**config.mk**
```make
export PLATFORM = sky130hd
export DESIGN_NAME = fwp_core
export DESIGN_NICKNAME = d
export VERILOG_FILES = /design/src/core/fwp_pkg.sv /design/src/core/fwp_core.sv /design/src/core/fwp_range.sv
export SDC_FILE = /design/constraint.sdc
export NUM_CORES = 1
export LEC_CHECK = 0
export ABC_CLOCK_PERIOD_IN_PS = 3200
export BUFFER_PORTS_ARGS = -buffer_cell sky130_fd_sc_hd__buf_2
export CAP_MARGIN = 20
export CORE_MARGIN = 8
export CORE_UTILIZATION = 55
export DETAILED_ROUTE_END_ITERATION = 10
export PLACE_DENSITY_LB_ADDON = 0.25
export SLEW_MARGIN = 10
export SYNTH_ARGS = -nofsm -noshare
export SYNTH_HDL_FRONTEND = slang
export SYNTH_SLANG_ARGS = --single-unit
```
**constraint.sdc**
```tcl
create_clock -name core_clk -period 3.2 [get_ports core_clk]
set_input_delay 0.32 -clock core_clk [delete_from_list [all_inputs] [get_ports core_clk]]
set_output_delay 0.32 -clock core_clk [all_outputs]
set_load 0.02 [all_outputs]
```
**src/core/fwp_pkg.sv**
```systemverilog
// Purpose: constants for the flash write-protect and function register block
// Assumes: avalon-mm word addressing, 32-bit data, one clock
// Notes: status and function registers held in flops, reset to factory default
// Function
// RULE1 - refuse program/erase inside protected blocks
// RULE2 - whole erase only when level is zero
// RULE3 - lock zero: status writes always accepted
// RULE4 - lock one, pin low: status write ignored
// RULE5 - lock one, pin high: status write accepted
// RULE6 - quad enable repurposes protect/hold pins
// RULE7 - top mode protects 2^(n-1) blocks downward
// RULE8 - bottom mode counts upward from block 0
// RULE9 - level bit3 set protects all blocks
// RULE10 - bottom select never returns to zero
// RULE11 - otp bits stay one forever
// RULE12 - program paused flag set/clear by suspend/resume
// RULE13 - erase paused flag set/clear by suspend/resume
// RULE14 - info row locks forbid row programming
// RULE15 - status bits nonvolatile, changed only by write
// RULE16 - write latch needed, cleared after operation
// RULE17 - block index from address bits 22..16
package fwp_pkg;
    localparam logic [3:0] ADDR_STATUS = 4'h0;
    localparam logic [3:0] ADDR_FUNC = 4'h1;
    localparam logic [3:0] ADDR_CMD = 4'h2;
    localparam logic [3:0] ADDR_TARGET = 4'h3;
    localparam logic [3:0] ADDR_RESULT = 4'h4;
    localparam logic [3:0] ADDR_PINS = 4'h5;
    localparam logic [7:0] STATUS_RESET = 8'h00;
    localparam logic [7:0] FUNC_RESET = 8'h00;
    localparam int ST_LATCH_BIT = 1;
    localparam int ST_LEVEL_LSB = 2;
    localparam int ST_QUAD_BIT = 6;
    localparam int ST_LOCK_BIT = 7;
    localparam int FN_BOTTOM_BIT = 1;
    localparam int FN_PPAUSE_BIT = 2;
    localparam int FN_EPAUSE_BIT = 3;
    localparam int FN_ROW_LSB = 4;
    localparam int BLK_MSB = 22;
    localparam int BLK_LSB = 16;
    localparam logic [7:0] FN_OTP_MASK = 8'hf2;
    localparam int CHECK_CYCLES = 1;
    typedef enum logic [3:0] {
        FWP_CMD_NONE = 4'h0,
        FWP_CMD_LATCH_SET = 4'h1,
        FWP_CMD_LATCH_CLR = 4'h2,
        FWP_CMD_STATUS_WR = 4'h3,
        FWP_CMD_FUNC_WR = 4'h4,
        FWP_CMD_PROGRAM = 4'h5,
        FWP_CMD_ERASE = 4'h6,
        FWP_CMD_WHOLE_ERASE = 4'h7,
        FWP_CMD_ROW_PROGRAM = 4'h8,
        FWP_CMD_SUSPEND = 4'h9,
        FWP_CMD_RESUME = 4'ha,
        FWP_CMD_DONE = 4'hb
    } fwp_cmd_t;
endpackage

```
**src/core/fwp_core.sv**
```systemverilog
// Purpose: write protection, status lock and function register of a serial flash
// Assumes: commands arrive decoded over avalon-mm, protect pin is asynchronous
// Notes: array itself is outside; this block gives accept/refuse verdicts
`timescale 1ns/10ps
module fwp_core (
    core_clk,
    reset_n,
    avs_address,
    avs_read,
    avs_write,
    avs_writedata,
    avs_readdata,
    avs_waitrequest,
    wp_pin_n,
    hold_pin_n,
    quad_enable,
    io2_active,
    io3_active,
    hold_active,
    op_go,
    op_refused
);
    input wire logic core_clk;
    input wire logic reset_n;
    input wire logic [3:0] avs_address;
    input wire logic avs_read;
    input wire logic avs_write;
    input wire logic [31:0] avs_writedata;
    output logic [31:0] avs_readdata;
    output logic avs_waitrequest;
    input wire logic wp_pin_n;
    input wire logic hold_pin_n;
    output logic quad_enable;
    output logic io2_active;
    output logic io3_active;
    output logic hold_active;
    output logic op_go;
    output logic op_refused;

    typedef struct packed {
        logic [7:0] status;
        logic [7:0] func;
        logic [22:0] target;
        logic [1:0] row;
        logic ack;
        logic [31:0] rdata;
        logic go;
        logic refused;
        logic [1:0] last;     // bit1 go, bit0 refused of last command
        logic prog_active;
        logic erase_active;
        logic [1:0] wp_sync;
        logic [1:0] hold_sync;
    } fwp_state_t;

    fwp_state_t state_reg;
    fwp_state_t state_next;
    logic in_range;
    logic [3:0] level;
    logic wp_high;
    logic status_open;
    logic cmd_wr;
    fwp_pkg::fwp_cmd_t cmd;
    logic [7:0] wmask;

    assign level = state_reg.status[fwp_pkg::ST_LEVEL_LSB +: 4];
    assign wp_high = state_reg.wp_sync[1];
    assign cmd_wr = avs_write && (avs_address == fwp_pkg::ADDR_CMD) && !state_reg.ack;
    assign cmd = fwp_pkg::fwp_cmd_t'(avs_writedata[3:0]);

    // RULE17 block index from address bits
    fwp_range u_range (
        .level(level),
        .bottom(state_reg.func[fwp_pkg::FN_BOTTOM_BIT]),
        .blk(state_reg.target[fwp_pkg::BLK_MSB:fwp_pkg::BLK_LSB]),
        .hit(in_range)
    );

    // RULE3 unlocked always writable
    // RULE4 RULE5 lock with pin decides
    assign status_open = !state_reg.status[fwp_pkg::ST_LOCK_BIT] || wp_high;

    // RULE6 quad enable repurposes pins
    assign quad_enable = state_reg.status[fwp_pkg::ST_QUAD_BIT];
    assign io2_active = quad_enable;
    assign io3_active = quad_enable;
    assign hold_active = !quad_enable && !state_reg.hold_sync[1];
    assign op_go = state_reg.go;
    assign op_refused = state_reg.refused;
    assign avs_readdata = state_reg.rdata;
    // one wait cycle on every access, answer at second edge
    assign avs_waitrequest = (avs_read || avs_write) && !state_reg.ack;

    always_comb begin
        logic latch;
        latch = state_reg.status[fwp_pkg::ST_LATCH_BIT];
        state_next = state_reg;
        wmask = 8'h00;
        state_next.go = 1'b0;
        state_next.refused = 1'b0;
        state_next.ack = (avs_read || avs_write) && !state_reg.ack;
        // pins pass two flops; with quad on, wp reads as high
        state_next.wp_sync = {state_reg.wp_sync[0], wp_pin_n};
        state_next.hold_sync = {state_reg.hold_sync[0], hold_pin_n};
        if (quad_enable) begin
            state_next.wp_sync = 2'h3;
        end
        if (avs_write && !state_reg.ack && avs_address == fwp_pkg::ADDR_TARGET) begin
            state_next.target = avs_writedata[22:0];
            state_next.row = avs_writedata[1:0];
        end
        if (cmd_wr) begin
            unique case (cmd)
                fwp_pkg::FWP_CMD_LATCH_SET: state_next.status[fwp_pkg::ST_LATCH_BIT] = 1'b1;
                fwp_pkg::FWP_CMD_LATCH_CLR: state_next.status[fwp_pkg::ST_LATCH_BIT] = 1'b0;
                // RULE15 only this command changes status bits 7..2
                fwp_pkg::FWP_CMD_STATUS_WR: begin
                    if (latch && status_open) begin
                        wmask = avs_writedata[15:8];
                        state_next.status = {wmask[7:2], 2'b00};
                        state_next.go = 1'b1;
                    end else begin
                        state_next.refused = 1'b1;
                    end
                end
                // RULE10 RULE11 otp bits only accumulate ones
                fwp_pkg::FWP_CMD_FUNC_WR: begin
                    if (latch) begin
                        wmask = avs_writedata[15:8] & fwp_pkg::FN_OTP_MASK;
                        state_next.func = state_reg.func | wmask;
                        state_next.status[fwp_pkg::ST_LATCH_BIT] = 1'b0;
                        state_next.go = 1'b1;
                    end else begin
                        state_next.refused = 1'b1;
                    end
                end
                // RULE1 protected range refuses
                fwp_pkg::FWP_CMD_PROGRAM, fwp_pkg::FWP_CMD_ERASE: begin
                    if (latch && !in_range && !state_reg.prog_active
                        && !state_reg.erase_active) begin
                        state_next.go = 1'b1;
                        state_next.prog_active = (cmd == fwp_pkg::FWP_CMD_PROGRAM);
                        state_next.erase_active = (cmd == fwp_pkg::FWP_CMD_ERASE);
                    end else begin
                        state_next.refused = 1'b1;
                        state_next.status[fwp_pkg::ST_LATCH_BIT] = 1'b0;
                    end
                end
                // RULE2 whole erase needs zero level
                fwp_pkg::FWP_CMD_WHOLE_ERASE: begin
                    if (latch && level == 4'h0 && !state_reg.prog_active
                        && !state_reg.erase_active) begin
                        state_next.go = 1'b1;
                        state_next.erase_active = 1'b1;
                    end else begin
                        state_next.refused = 1'b1;
                        state_next.status[fwp_pkg::ST_LATCH_BIT] = 1'b0;
                    end
                end
                // RULE14 row lock forbids programming
                fwp_pkg::FWP_CMD_ROW_PROGRAM: begin
                    if (latch && !state_reg.func[fwp_pkg::FN_ROW_LSB + state_reg.row]) begin
                        state_next.go = 1'b1;
                        state_next.prog_active = 1'b1;
                    end else begin
                        state_next.refused = 1'b1;
                        state_next.status[fwp_pkg::ST_LATCH_BIT] = 1'b0;
                    end
                end
                // RULE12 RULE13 pause flags on suspend
                fwp_pkg::FWP_CMD_SUSPEND: begin
                    if (state_reg.prog_active) begin
                        state_next.func[fwp_pkg::FN_PPAUSE_BIT] = 1'b1;
                    end else if (state_reg.erase_active) begin
                        state_next.func[fwp_pkg::FN_EPAUSE_BIT] = 1'b1;
                    end
                end
                fwp_pkg::FWP_CMD_RESUME: begin
                    state_next.func[fwp_pkg::FN_PPAUSE_BIT] = 1'b0;
                    state_next.func[fwp_pkg::FN_EPAUSE_BIT] = 1'b0;
                end
                // RULE16 latch clears on completion
                fwp_pkg::FWP_CMD_DONE: begin
                    state_next.status[fwp_pkg::ST_LATCH_BIT] = 1'b0;
                    state_next.prog_active = 1'b0;
                    state_next.erase_active = 1'b0;
                    state_next.func[fwp_pkg::FN_PPAUSE_BIT] = 1'b0;
                    state_next.func[fwp_pkg::FN_EPAUSE_BIT] = 1'b0;
                end
                default: ;
            endcase
            state_next.last = {state_next.go, state_next.refused};
        end
        // read mux, unmapped reads zero
        if (avs_read && !state_reg.ack) begin
            unique case (avs_address)
                fwp_pkg::ADDR_STATUS: state_next.rdata = {24'h000000, state_reg.status};
                fwp_pkg::ADDR_FUNC: state_next.rdata = {24'h000000, state_reg.func};
                fwp_pkg::ADDR_TARGET: state_next.rdata = {9'h000, state_reg.target};
                fwp_pkg::ADDR_RESULT: state_next.rdata = {27'h0, state_reg.erase_active,
                    state_reg.prog_active, in_range, state_reg.last};
                fwp_pkg::ADDR_PINS: state_next.rdata = {30'h0, state_reg.hold_sync[1], wp_high};
                default: state_next.rdata = 32'h00000000;
            endcase
        end
    end

    // whole state in one register
    always_ff @(posedge core_clk or negedge reset_n) begin
        if (!reset_n) begin
            state_reg <= '{status: fwp_pkg::STATUS_RESET, func: fwp_pkg::FUNC_RESET,
                wp_sync: 2'h3, hold_sync: 2'h3, default: '0};
        end else begin
            state_reg <= state_next;
        end
    end

    // RULE4 locked status must not change
    a_status_locked: assert property (@(posedge core_clk) disable iff (!reset_n)
        (state_reg.status[7] && !wp_high && !state_reg.ack)
        |=> state_reg.status[7:2] == $past(state_reg.status[7:2])) // RULE4
        else $error("status changed while locked");
    // RULE2 whole erase refused on level
    a_whole_erase: assert property (@(posedge core_clk) disable iff (!reset_n)
        (cmd_wr && cmd == fwp_pkg::FWP_CMD_WHOLE_ERASE && level != 4'h0)
        |=> op_refused && !op_go) // RULE2
        else $error("whole erase not refused");
    // RULE1 program in range refused
    a_range_refuse: assert property (@(posedge core_clk) disable iff (!reset_n)
        (cmd_wr && cmd == fwp_pkg::FWP_CMD_PROGRAM && in_range) |=> !op_go) // RULE1
        else $error("protected program accepted");
    // RULE11 otp bits never fall
    a_otp_sticky: assert property (@(posedge core_clk) disable iff (!reset_n)
        ($past(state_reg.func[7:4]) & ~state_reg.func[7:4]) == 4'h0) // RULE11
        else $error("otp lock bit cleared");
    // RULE10 bottom select sticks
    a_bottom_kept: assert property (@(posedge core_clk) disable iff (!reset_n)
        $past(state_reg.func[1]) |-> state_reg.func[1]) // RULE10
        else $error("bottom select cleared");
    // RULE9 high level bit covers all
    a_full_cover: assert property (@(posedge core_clk) disable iff (!reset_n)
        level[3] |-> in_range) // RULE9
        else $error("full level not protecting");
    // RULE12 suspend during program
    a_prog_pause: assert property (@(posedge core_clk) disable iff (!reset_n)
        (cmd_wr && cmd == fwp_pkg::FWP_CMD_SUSPEND && state_reg.prog_active)
        |=> state_reg.func[2] ##1 state_reg.func[2] || $past(cmd_wr)) // RULE12
        else $error("program pause flag not set");
    // RULE13 suspend during erase
    a_erase_pause: assert property (@(posedge core_clk) disable iff (!reset_n)
        (cmd_wr && cmd == fwp_pkg::FWP_CMD_SUSPEND && !state_reg.prog_active
        && state_reg.erase_active) |=> state_reg.func[3]) // RULE13
        else $error("erase pause flag not set");
    // RULE6 quad mode pin roles
    a_quad_pins: assert property (@(posedge core_clk) disable iff (!reset_n)
        quad_enable |-> io2_active && !hold_active) // RULE6
        else $error("quad pins not repurposed");
    // RULE16 no go without latch
    a_latch_needed: assert property (@(posedge core_clk) disable iff (!reset_n)
        (cmd_wr && !state_reg.status[1] && cmd != fwp_pkg::FWP_CMD_LATCH_SET) |=> !op_go) // RULE16
        else $error("operation without write latch");
endmodule // fwp_core

```
**src/core/fwp_range.sv**
```systemverilog
// Purpose: decide whether a 64 KB block index lies in the protected region
// Assumes: 128 blocks, four-bit level, bottom select from function register
// Notes: purely combinational
`timescale 1ns/10ps
module fwp_range (
    input wire logic [3:0] level,
    input wire logic bottom,
    input wire logic [6:0] blk,
    output logic hit
);
    logic [7:0] count;
    // RULE7 block count per level
    always_comb begin
        if (level[2:0] == 3'h0) begin
            count = 8'h00;
        end else begin
            count = 8'h01 << (level[2:0] - 3'h1);
        end
    end
    // RULE9 top level bit covers all
    // RULE8 bottom counts upward
    always_comb begin
        if (level[3]) begin
            hit = 1'b1;
        end else if (bottom) begin
            hit = ({1'b0, blk} < count);
        end else begin
            hit = ({1'b0, blk} >= (8'h80 - count));
        end
    end
endmodule // fwp_range

```
==> impl_metrics.py, run 1 <==
metrics = {
    "status": {
        "status": "finished, final reports clean",
    },
    "floorplanning": {
        "coreArea_sq_um": 7180,
        "die_w_um": 101,
        "die-area_sq_um": 10300,
        "fp-row-count": 31,
        "start_util_pct": 55.9,
        "die-height_um": 101,
        "ioPinCount": 81,
    },
    "route": {
        "drtAntennaViolNets": 0,
        "viasPerCell": 5.52,
        "drtIter0Drc": 149,
        "vias": 2992,
        "drt_first_pass_iters": 4,
        "routed_wl_um": 8390,
        "drc_errors": 0,
        "wire_per_inst_um": 15.5,
    },
    "place": {
        "hpwl_um": 6440,
        "dp.cells": 524,
        "gp_congestion": 0.920,
        "pre_cts_slack_ns": 0.472,
        "place_area_sq_um": 4190,
        "portBuffers": 62,
    },
    "final_layout": {
        "largest_register_ffs": 40,
        "drive_gt1_share_pct": 29.8,
        "final_net_count": 494,
        "antenna_cells": 0,
        "layout.cells.non_filler": 542,
        "fillCellCount": 622,
        "postLayoutCoreUtil_pct": 61.3,
        "fin_area_sq_um": 4400,
        "area_delta_synth_final_pct": 9.67,
    },
    "setup_path": {
        "crit_path_cell_trace": "nand2b_1, nand2b_1, ha_1, xor2_1, ha_1, o21a_1, nor2_1, o31ai_1, a211oi_2, nor3_1, o31ai_1",
        "worstPathMaxFanout": 6,
        "crit_buf_inv": 0,
        "critical_path_class": "reg -> reg",
        "path_delay_family": "compound AO/OA/AOI/OAI gates",
        "cpPeakStageDelay_ns": 0.45,
        "required_ns": 3.41,
        "worst_setup_path_end_kind": "flip-flop",
        "startpoint_type": "flip-flop",
        "crit_slowest_cell": "o31ai_1",
        "cp.arrival_ns": 3.00,
    },
    "clock_tree": {
        "cts_tree": "built",
        "ctsHoldBuffers": 0,
        "root_buffer": "clkbuf_8",
        "clk_path_buf_depth": 2,
        "post_cts_resized": 0,
        "ctsHtreeMaxLevel": 3,
        "clk_latency_ns": 0.34,
        "post_cts_buffers": 0,
        "numCtsBuffers": 9,
        "clock-sinks": 71,
        "clk_pin_slew_ns": 0.08,
    },
    "power_and_ir_drop": {
        "power_mw": 2.09,
        "p_per_area_nw_per_um2": 475,
        "seqPwrFrac_pct": 51.1,
        "p_clk_share_pct": 30.8,
        "vdd_drop_max_mv": 0.273,
        "p_sw_uw": 617,
        "switching_share_pct": 29.5,
        "intPower_mw": 1.47,
        "leakage_nw": 2.15,
        "power_frac_comb_pct": 18.1,
    },
    "synthesis": {
        "syn_inst": 402,
        "synth-async-reset-ratio_pct": 100,
        "synth-seq-area-share_pct": 44.4,
        "synth_ff_type": "dfrtp_1",
        "netlist_area_sq_um": 4010,
        "yosysTopAreaCell": "dfrtp_1",
        "synth-seq-cells": 71,
        "synth_edf_count": 0,
        "synth.distinct_cells": 60,
        "yosysWarnings": 0,
        "yosys-top-cells-count": "dfrtp_1 (67), nand2_1 (53), buf_4 (34), o21ai_0 (32), mux2_2 (29)",
        "yosysMostFrequentCell": "dfrtp_1",
        "synth_area_leaders": "dfrtp_1 (42%), mux2_2 (8.1%), buf_4 (6.4%)",
        "synth_top_area_share_pct": 41.8,
        "synth_area_per_cell_sq_um": 9.98,
    },
    "run": {
        "maxCapViolCount": 0,
    },
    "timing": {
        "slew_violations": 0,
        "tightest_slew_ns": 0.582,
        "rsz0062_at_grt": "false",
        "slew_headroom_pct": 61.1,
        "fin_crit_ns": 2.79,
        "tns_ns": 0,
        "clock.fmax_mhz": 359,
        "whs_ns": 0.0787,
        "skew_ns": 0.00937,
        "finalHoldViolCount": 0,
        "setup_viol": 0,
        "setup_ws_ns": 0.414,
        "period_share_pct": 87.1,
    },
    "global_routing": {
        "grt_use_total_pct": 17.2,
        "use_met1_pct": 22.6,
        "grt_start_max_net_pins": 48,
        "grtUsageMet2_pct": 26.9,
        "grt_pass1_wl_um": 13900,
        "grt.overflow.total": 0,
        "busiest_layer": "met2",
        "grt_use_met3_pct": 3.85,
        "antenna_found_initial": 0,
        "grt_pass1_vias": 2894,
    },
    "min_path": {
        "hold_path_class": "in -> reg",
    },
}
==> cell usage in the layout, fill, tap and decap left out, types with 2 or more instances in the layout <==
master       n
a211oi_1     3
a21o_1      11
a21oi_1     13
a221o_1      2
a22o_1       5
a22oi_1      3
a31oi_1      3
and3_1       2
buf_2       62
buf_4        7
clkbuf_8    10
clkinvlp_4   3
conb_1       9
dfrtp_1     67
dfstp_2      4
ha_1        14
inv_1        7
mux2_2      29
mux2i_1      7
nand2_1     53
nand2b_1    12
nand3_1      6
nand3b_1     2
nor2_1      18
nor2b_1      5
nor3_1       6
o211ai_1     2
o21ai_0     32
o22ai_1      2
o31ai_1      3
or2_2        6
or3_1        3
==> power groups by stage <==
| stage | Combinational (mW) | Clock (mW) | Sequential [mW] |
|---|---|---|---|
| 6_report | 0.378 | 0.644 | 1.07 |
| 3_3_place_gp | 0.366 | 0 | 1.08 |
| 5_1_grt | 0.426 | 0.699 | 1.08 |
| 4_1_cts | 0.379 | 0.658 | 1.07 |
| 3_5_place_dp | 0.377 | 0 | 1.08 |
| 2_1_floorplan | 0.297 | 0 | 1.05 |
==> routing by layer <==
metal	wire length (um)	share of wire, %
met3	557	6.6
met5	0	0
met2	3850	46
met1	3810	45
met4	167	2.0
==> worst paths after layout <==
kind | startpoint | to | slack, ns | depth (start not counted)
setup / recovery | level[1] | state_reg[5] | 0.41 | 11
hold / removal | hold_pin_n | state_next[1] | 0.08 | 1
setup reg to reg | level[1] | state_reg[5] | 0.41 | 11
hold reg to reg | state_next[1] | state_reg[1] | 0.36 | 0
max in group asynchronous | reset_n | state_reg[6] | 2.08 | 4
min in group asynchronous | reset_n | avs_readdata[16] | 0.38 | 2
==> area by class of cell <==
cell class	count	area [sq um]	area share [%]
tap	99	124	2.82
timing repair buffer	71	393	8.93
clock buffer	10	138	3.13
clock inverter	6	45.0	1.02
inverter	7	26.3	0.597
sequential	71	1780	40.5
multi-input combinational	278	1890	43.0
==> cell families (layout without fill, tap and decap cells) <==
family | after synthesis | after routing | share of synthesized area [%]
mux | 37 | 37 | 10.5
fa+ha+maj | 14 | 14 | 4.37
compound gates | 93 | 93 | 16.0
buf+inv | 61 | 94 | 9.17
simple gates | 123 | 123 | 14.9
flops | 71 | 71 | 44.4
other cells | 1 | 9 | 0.0935
xor+xnor | 2 | 2 | 0.437
No activity file was read; power rests on OpenSTA's default activity.
==> run 2: changes to the inputs <==
ABC_AREA = 1   (was default)
HOLD_SLACK_MARGIN = 0.1   (was default)
==> impl_metrics.py, run 2 <==
metrics = {
    "global_routing": {
        "grtUsageMet2_pct": 27.9,
        "grt_pass1_wl_um": 14900,
        "grt_use_total_pct": 18.7,
        "grt_use_met3_pct": 5.73,
        "use_met1_pct": 24.9,
        "grt.overflow.total": 0,
        "busiest_layer": "met2",
        "grt_start_max_net_pins": 37,
        "antenna_found_initial": 0,
        "grt_pass1_vias": 3062,
    },
    "clock_tree": {
        "post_cts_resized": 0,
        "post_cts_buffers": 0,
        "ctsHoldBuffers": 2,
        "clock-sinks": 71,
        "clk_latency_ns": 0.35,
        "clk_pin_slew_ns": 0.07,
        "clk_path_buf_depth": 2,
        "root_buffer": "clkbuf_8",
        "cts_tree": "built",
        "numCtsBuffers": 9,
        "ctsHtreeMaxLevel": 3,
    },
    "place": {
        "gp_congestion": 0.888,
        "pre_cts_slack_ns": 0.568,
        "hpwl_um": 6890,
        "place_area_sq_um": 4140,
        "portBuffers": 62,
    },
    "synthesis": {
        "synth_area_leaders": "dfrtp_1 (42%), nand2_1 (12%), buf_4 (6.8%)",
        "yosysMostFrequentCell": "nand2_1",
        "synth-seq-cells": 71,
        "synth_edf_count": 0,
        "yosysWarnings": 0,
        "yosys-top-cells-count": "nand2_1 (132), dfrtp_1 (67), inv_1 (47), o21ai_0 (47), buf_4 (36)",
        "syn_inst": 485,
        "synth.distinct_cells": 39,
        "synth_ff_type": "dfrtp_1",
        "synth-async-reset-ratio_pct": 100,
        "netlist_area_sq_um": 3980,
        "synth_area_per_cell_sq_um": 8.20,
        "synth_top_area_share_pct": 42.2,
        "synth-seq-area-share_pct": 44.8,
        "yosysTopAreaCell": "dfrtp_1",
    },
    "setup_path": {
        "rrSetupSlack_ns": 0.54,
        "cp_common_cell": "nand2_1",
        "crit_path_cell_trace": "inv_1, nor3_1, inv_1, ha_1, xor2_1, ha_1, nand2_1, nor2_1, nor2_1, nand2_1, nand2_1, nand2_1, nand2_2, nand2_1, a21boi_0, o21ai_0",
        "worst_setup_path_end_kind": "flip-flop",
        "crit_start": "level[0]",
        "startpoint_type": "flip-flop",
        "cp.depth": 16,
        "worstPathMaxFanout": 5,
        "path_delay_family": "simple AND/OR/NAND/NOR gates",
        "ff2ff_path_depth": 16,
        "cp.arrival_ns": 2.85,
        "required_ns": 3.39,
        "crit_buf_inv": 2,
        "crit_slowest_cell": "dfrtp_1",
        "cp-endpoint": "avs_readdata[2]",
        "critical_path_class": "reg -> reg",
        "r2r_start": "level[0]",
        "r2r_end": "avs_readdata[2]",
        "cpPeakStageDelay_ns": 0.46,
    },
    "final_layout": {
        "fillCellCount": 677,
        "antenna_cells": 0,
        "largest_register_ffs": 40,
        "fin_area_sq_um": 4370,
        "final_cell_mix": "nand2_1 (132), dfrtp_1 (67), buf_2 (62)",
        "layout_commonest_cell": "nand2_1",
        "postLayoutCoreUtil_pct": 61.2,
        "area_delta_synth_final_pct": 9.82,
        "final_net_count": 580,
        "drive_gt1_share_pct": 22.3,
    },
    "floorplanning": {
        "fp-row-count": 31,
        "start_util_pct": 55.7,
        "coreArea_sq_um": 7140,
        "die-height_um": 101,
        "die_w_um": 101,
        "die-area_sq_um": 10200,
        "ioPinCount": 81,
    },
    "route": {
        "drtIter0Drc": 125,
        "drc_errors": 0,
        "routed_wl_um": 9010,
        "wire_per_inst_um": 14.4,
        "viasPerCell": 5.09,
        "drt_first_pass_iters": 4,
        "vias": 3190,
        "drtAntennaViolNets": 0,
    },
    "timing": {
        "setup_viol": 0,
        "skew_ns": 0.0110,
        "tns_ns": 0,
        "rsz0062_at_grt": "false",
        "clock.fmax_mhz": 376,
        "slew_headroom_pct": 45.1,
        "period_share_pct": 83.2,
        "slew_violations": 0,
        "setup_ws_ns": 0.539,
        "fin_crit_ns": 2.66,
        "tightest_slew_ns": 0.823,
        "finalHoldViolCount": 0,
    },
    "status": {
        "status": "finished, final reports clean",
    },
    "run": {
        "maxCapViolCount": 0,
    },
    "power_and_ir_drop": {
        "power_mw": 2.27,
        "leakage_nw": 2.32,
        "p_per_area_nw_per_um2": 520,
        "vdd_drop_max_mv": 0.220,
    },
    "min_path": {
        "hold_path_class": "in -> reg",
        "hold_start": "wp_pin_n",
        "whs_path_depth": 2,
    },
}
## run 2: kinds of logic after synthesis
family | share of synthesized area [%]
other | 0.0943
adders and majority gates | 4.41
AOI/OAI and AO/OA | 11.4
xor gates and xnor gates | 0.220
buffers and inverters | 13.5
DFF | 44.8
and+or+nand+nor | 22.4
muxes | 3.21
## run 2: stage by stage
step | std cells | hold slack, ns
global placement | 610 | 0.347
global route | 627 | 0.154
finish | 627 | 0.171
floorplan | 493 | 0.0244
detailed placement | 610 | 0.348
CTS | 627 | 0.162
## run 2: cell type report
type                            count  area [sq um]  area share (%)
Sequential cell                    71          1780            40.8
Inverter                           55           208            4.76
Timing Repair Buffer               67           353            8.08
Clock buffer                       11           141            3.24
Clock inverter                      4          70.1            1.60
Tap cell                           99           124            2.84
Multi-Input combinational cell    320          1690            38.7
## run 2: how the worst min path moves through the flow
stage and endpoint:
6_report state_reg[2], 3_3_place_gp state_reg[1], 5_1_grt state_reg[2], 4_1_cts state_reg[2], 3_5_place_dp state_reg[1], 2_1_floorplan avs_readdata[0]
## run 2: routing by layer
metal	up-vias	routed length [um]
li1	1591	-
met1	1495	4160
met2	89	4000
met4	0	148
met5	-	0
met3	15	701
## run 2: report_power, final
part,internal (mW),switching [mW],leakage [nW]
Combinational,0.166,0.250,1.28
Sequential,0.993,0.0791,0.928
Clock,0.454,0.326,0.109
==> run 3: changes to the inputs <==
ABC_CLOCK_PERIOD_IN_PS = 2700   (was 3200)
clock period = 2.7 ns   (was 3.2 ns; I/O delays follow)
==> impl_metrics.py, run 3 (synthesis results as in run 2) <==
metrics = {
    "status": {
        "status": "finished, final reports clean",
    },
    "route": {
        "vias": 3226,
        "drtAntennaViolNets": 0,
        "viasPerCell": 5.10,
        "wire_per_inst_um": 14.0,
        "drc_errors": 0,
        "routed_wl_um": 8870,
        "drtIter0Drc": 165,
        "drt_first_pass_iters": 4,
    },
    "setup_path": {
        "worst_setup_path_end_kind": "flip-flop",
        "cpPeakStageDelay_ns": 0.48,
        "crit_slowest_cell": "dfrtp_1",
        "worstPathMaxFanout": 8,
        "cp_common_cell": "nand2_1",
        "required_ns": 2.94,
        "critical_path_class": "reg -> reg",
        "cp.arrival_ns": 2.77,
        "startpoint_type": "flip-flop",
        "crit_path_cell_trace": "inv_1, nand3_1, ha_1, xor2_1, ha_1, nand2_1, nor2_1, nor2_1, nand2_1, nand2_1, nand2_1, nand2_2, nand3_2, nand2_2, nand3_1, nand2_1, nand2_1",
    },
    "timing": {
        "skew_ns": 0.00552,
        "fin_crit_ns": 2.53,
        "clock.fmax_mhz": 395,
        "finalHoldViolCount": 0,
        "setup_viol": 0,
        "tightest_slew_ns": 0.807,
        "tns_ns": 0,
        "slew_headroom_pct": 46.2,
        "period_share_pct": 93.8,
        "slew_violations": 0,
        "rsz0062_at_grt": "false",
    },
    "place": {
        "portBuffers": 62,
        "place_area_sq_um": 4160,
        "hpwl_um": 6800,
        "gp_congestion": 0.937,
    },
    "clock_tree": {
        "root_buffer": "clkbuf_8",
        "cts_tree": "built",
        "clk_latency_ns": 0.34,
        "clock-sinks": 71,
        "clk_path_buf_depth": 2,
        "clk_pin_slew_ns": 0.08,
        "ctsHtreeMaxLevel": 3,
        "numCtsBuffers": 9,
    },
    "final_layout": {
        "final_net_count": 585,
        "drive_gt1_share_pct": 23.2,
        "layout_commonest_cell": "nand2_1",
        "area_delta_synth_final_pct": 11.8,
        "antenna_cells": 0,
        "fin_area_sq_um": 4450,
        "final_cell_mix": "nand2_1 (132), dfrtp_1 (67), buf_2 (62)",
        "largest_register_ffs": 40,
    },
    "floorplanning": {
        "die_w_um": 101,
        "die-height_um": 101,
        "fp-row-count": 31,
        "die-area_sq_um": 10200,
        "start_util_pct": 55.7,
        "coreArea_sq_um": 7140,
        "ioPinCount": 81,
    },
    "min_path": {
        "hold_path_class": "in -> reg",
    },
    "global_routing": {
        "grt_start_max_net_pins": 37,
        "grt_use_total_pct": 18.4,
        "grt.overflow.total": 0,
        "grt_pass1_vias": 3120,
        "grt_pass1_wl_um": 14800,
        "antenna_found_initial": 0,
    },
    "power_and_ir_drop": {
        "seqPwrFrac_pct": 45.4,
        "vdd_drop_max_mv": 0.296,
        "switching_share_pct": 28.1,
        "leakage_nw": 2.35,
        "p_sw_uw": 786,
        "p_per_area_nw_per_um2": 630,
        "power_mw": 2.80,
        "p_clk_share_pct": 37.0,
        "power_frac_comb_pct": 17.6,
        "intPower_mw": 2.01,
    },
    "run": {
        "maxCapViolCount": 0,
    },
}
==> run 3: changes by cell type in the layout (fill, tap and decap cells not counted), sizes merged <==
cell,delta
buf,+4
clkinv,-2
clkinvlp,+2
bufinv,+1
dlygate4sd3,+1
==> run 3: final timing paths <==
check                           slack (ns)               from  depth (start not counted)                to
worst min register to register        0.36      state_next[1]                          0      state_reg[1]
worst min-delay path                  0.15  avs_writedata[19]                          2     state_reg[64]
worst max register to register        0.17           level[2]                         17      state_reg[5]
worst max-delay path                  0.17           level[2]                         17      state_reg[5]
min in group asynchronous             0.33            reset_n                          2  avs_readdata[19]
max in group asynchronous             1.63            reset_n                          3     state_next[1]
==> run 3: per-stage QoR <==
stage / instances / hold slack, ns / util, % / worst slack [ns]
floorplan: 493 / -0.0256 / - / 0.324
global placement: 613 / 0.170 / 58.3 / 0.231
detailed placement: 613 / 0.171 / 58.3 / 0.131
CTS: 632 / 0.140 / 62.1 / 0.111
global route: 633 / 0.136 / 62.3 / 0.00293
finish: 633 / 0.153 / 62.3 / 0.168
==> run 3: timing repair <==
| action | CTS | global route |
|---|---|---|
| setup endpoints to repair | 0 | 7 |
| hold buffers | 3 | 0 |
| endpoints found under the hold margin | 14 | 0 |
| buffers inserted | 0 | 1 |
| resized for setup | 0 | 1 |
==> run 3: area by class of cell <==
cell class	count	area, sq um
sequential	71	1780
tap	99	124
clock buffer	11	141
multi-input combinational	320	1690
fill	625	2690
clock inverter	5	105
inverter	55	208
timing repair buffer	72	393
==> run 3: per-layer routing <==
layer,GRT usage (%),share of wire [%],vias up
met3,4.70,7.2,11
li1,-,-,1606
met4,6.19,1.3,0
met5,0,0,-
met2,27.5,45,108
met1,25.1,47,1501
==> run 3: critical path, delay by kind of cell, from the launching register on <==
kind	cells	cell delay (ns)
simple gates	13	1.05
flops	1	0.48
xor+xnor	1	0.18
fa+ha+maj	2	0.57
buf+inv	1	0.13
==> run 3: power groups by stage <==
stage                     sequential, mW  combinational (mW)  clock, mW
final                               1.27               0.493       1.04
after global routing                1.29               0.567       1.10
after CTS                           1.27               0.496       1.05
after detailed placement            1.29               0.490          0
after global placement              1.29               0.467          0
after floorplan                     1.25               0.388          0
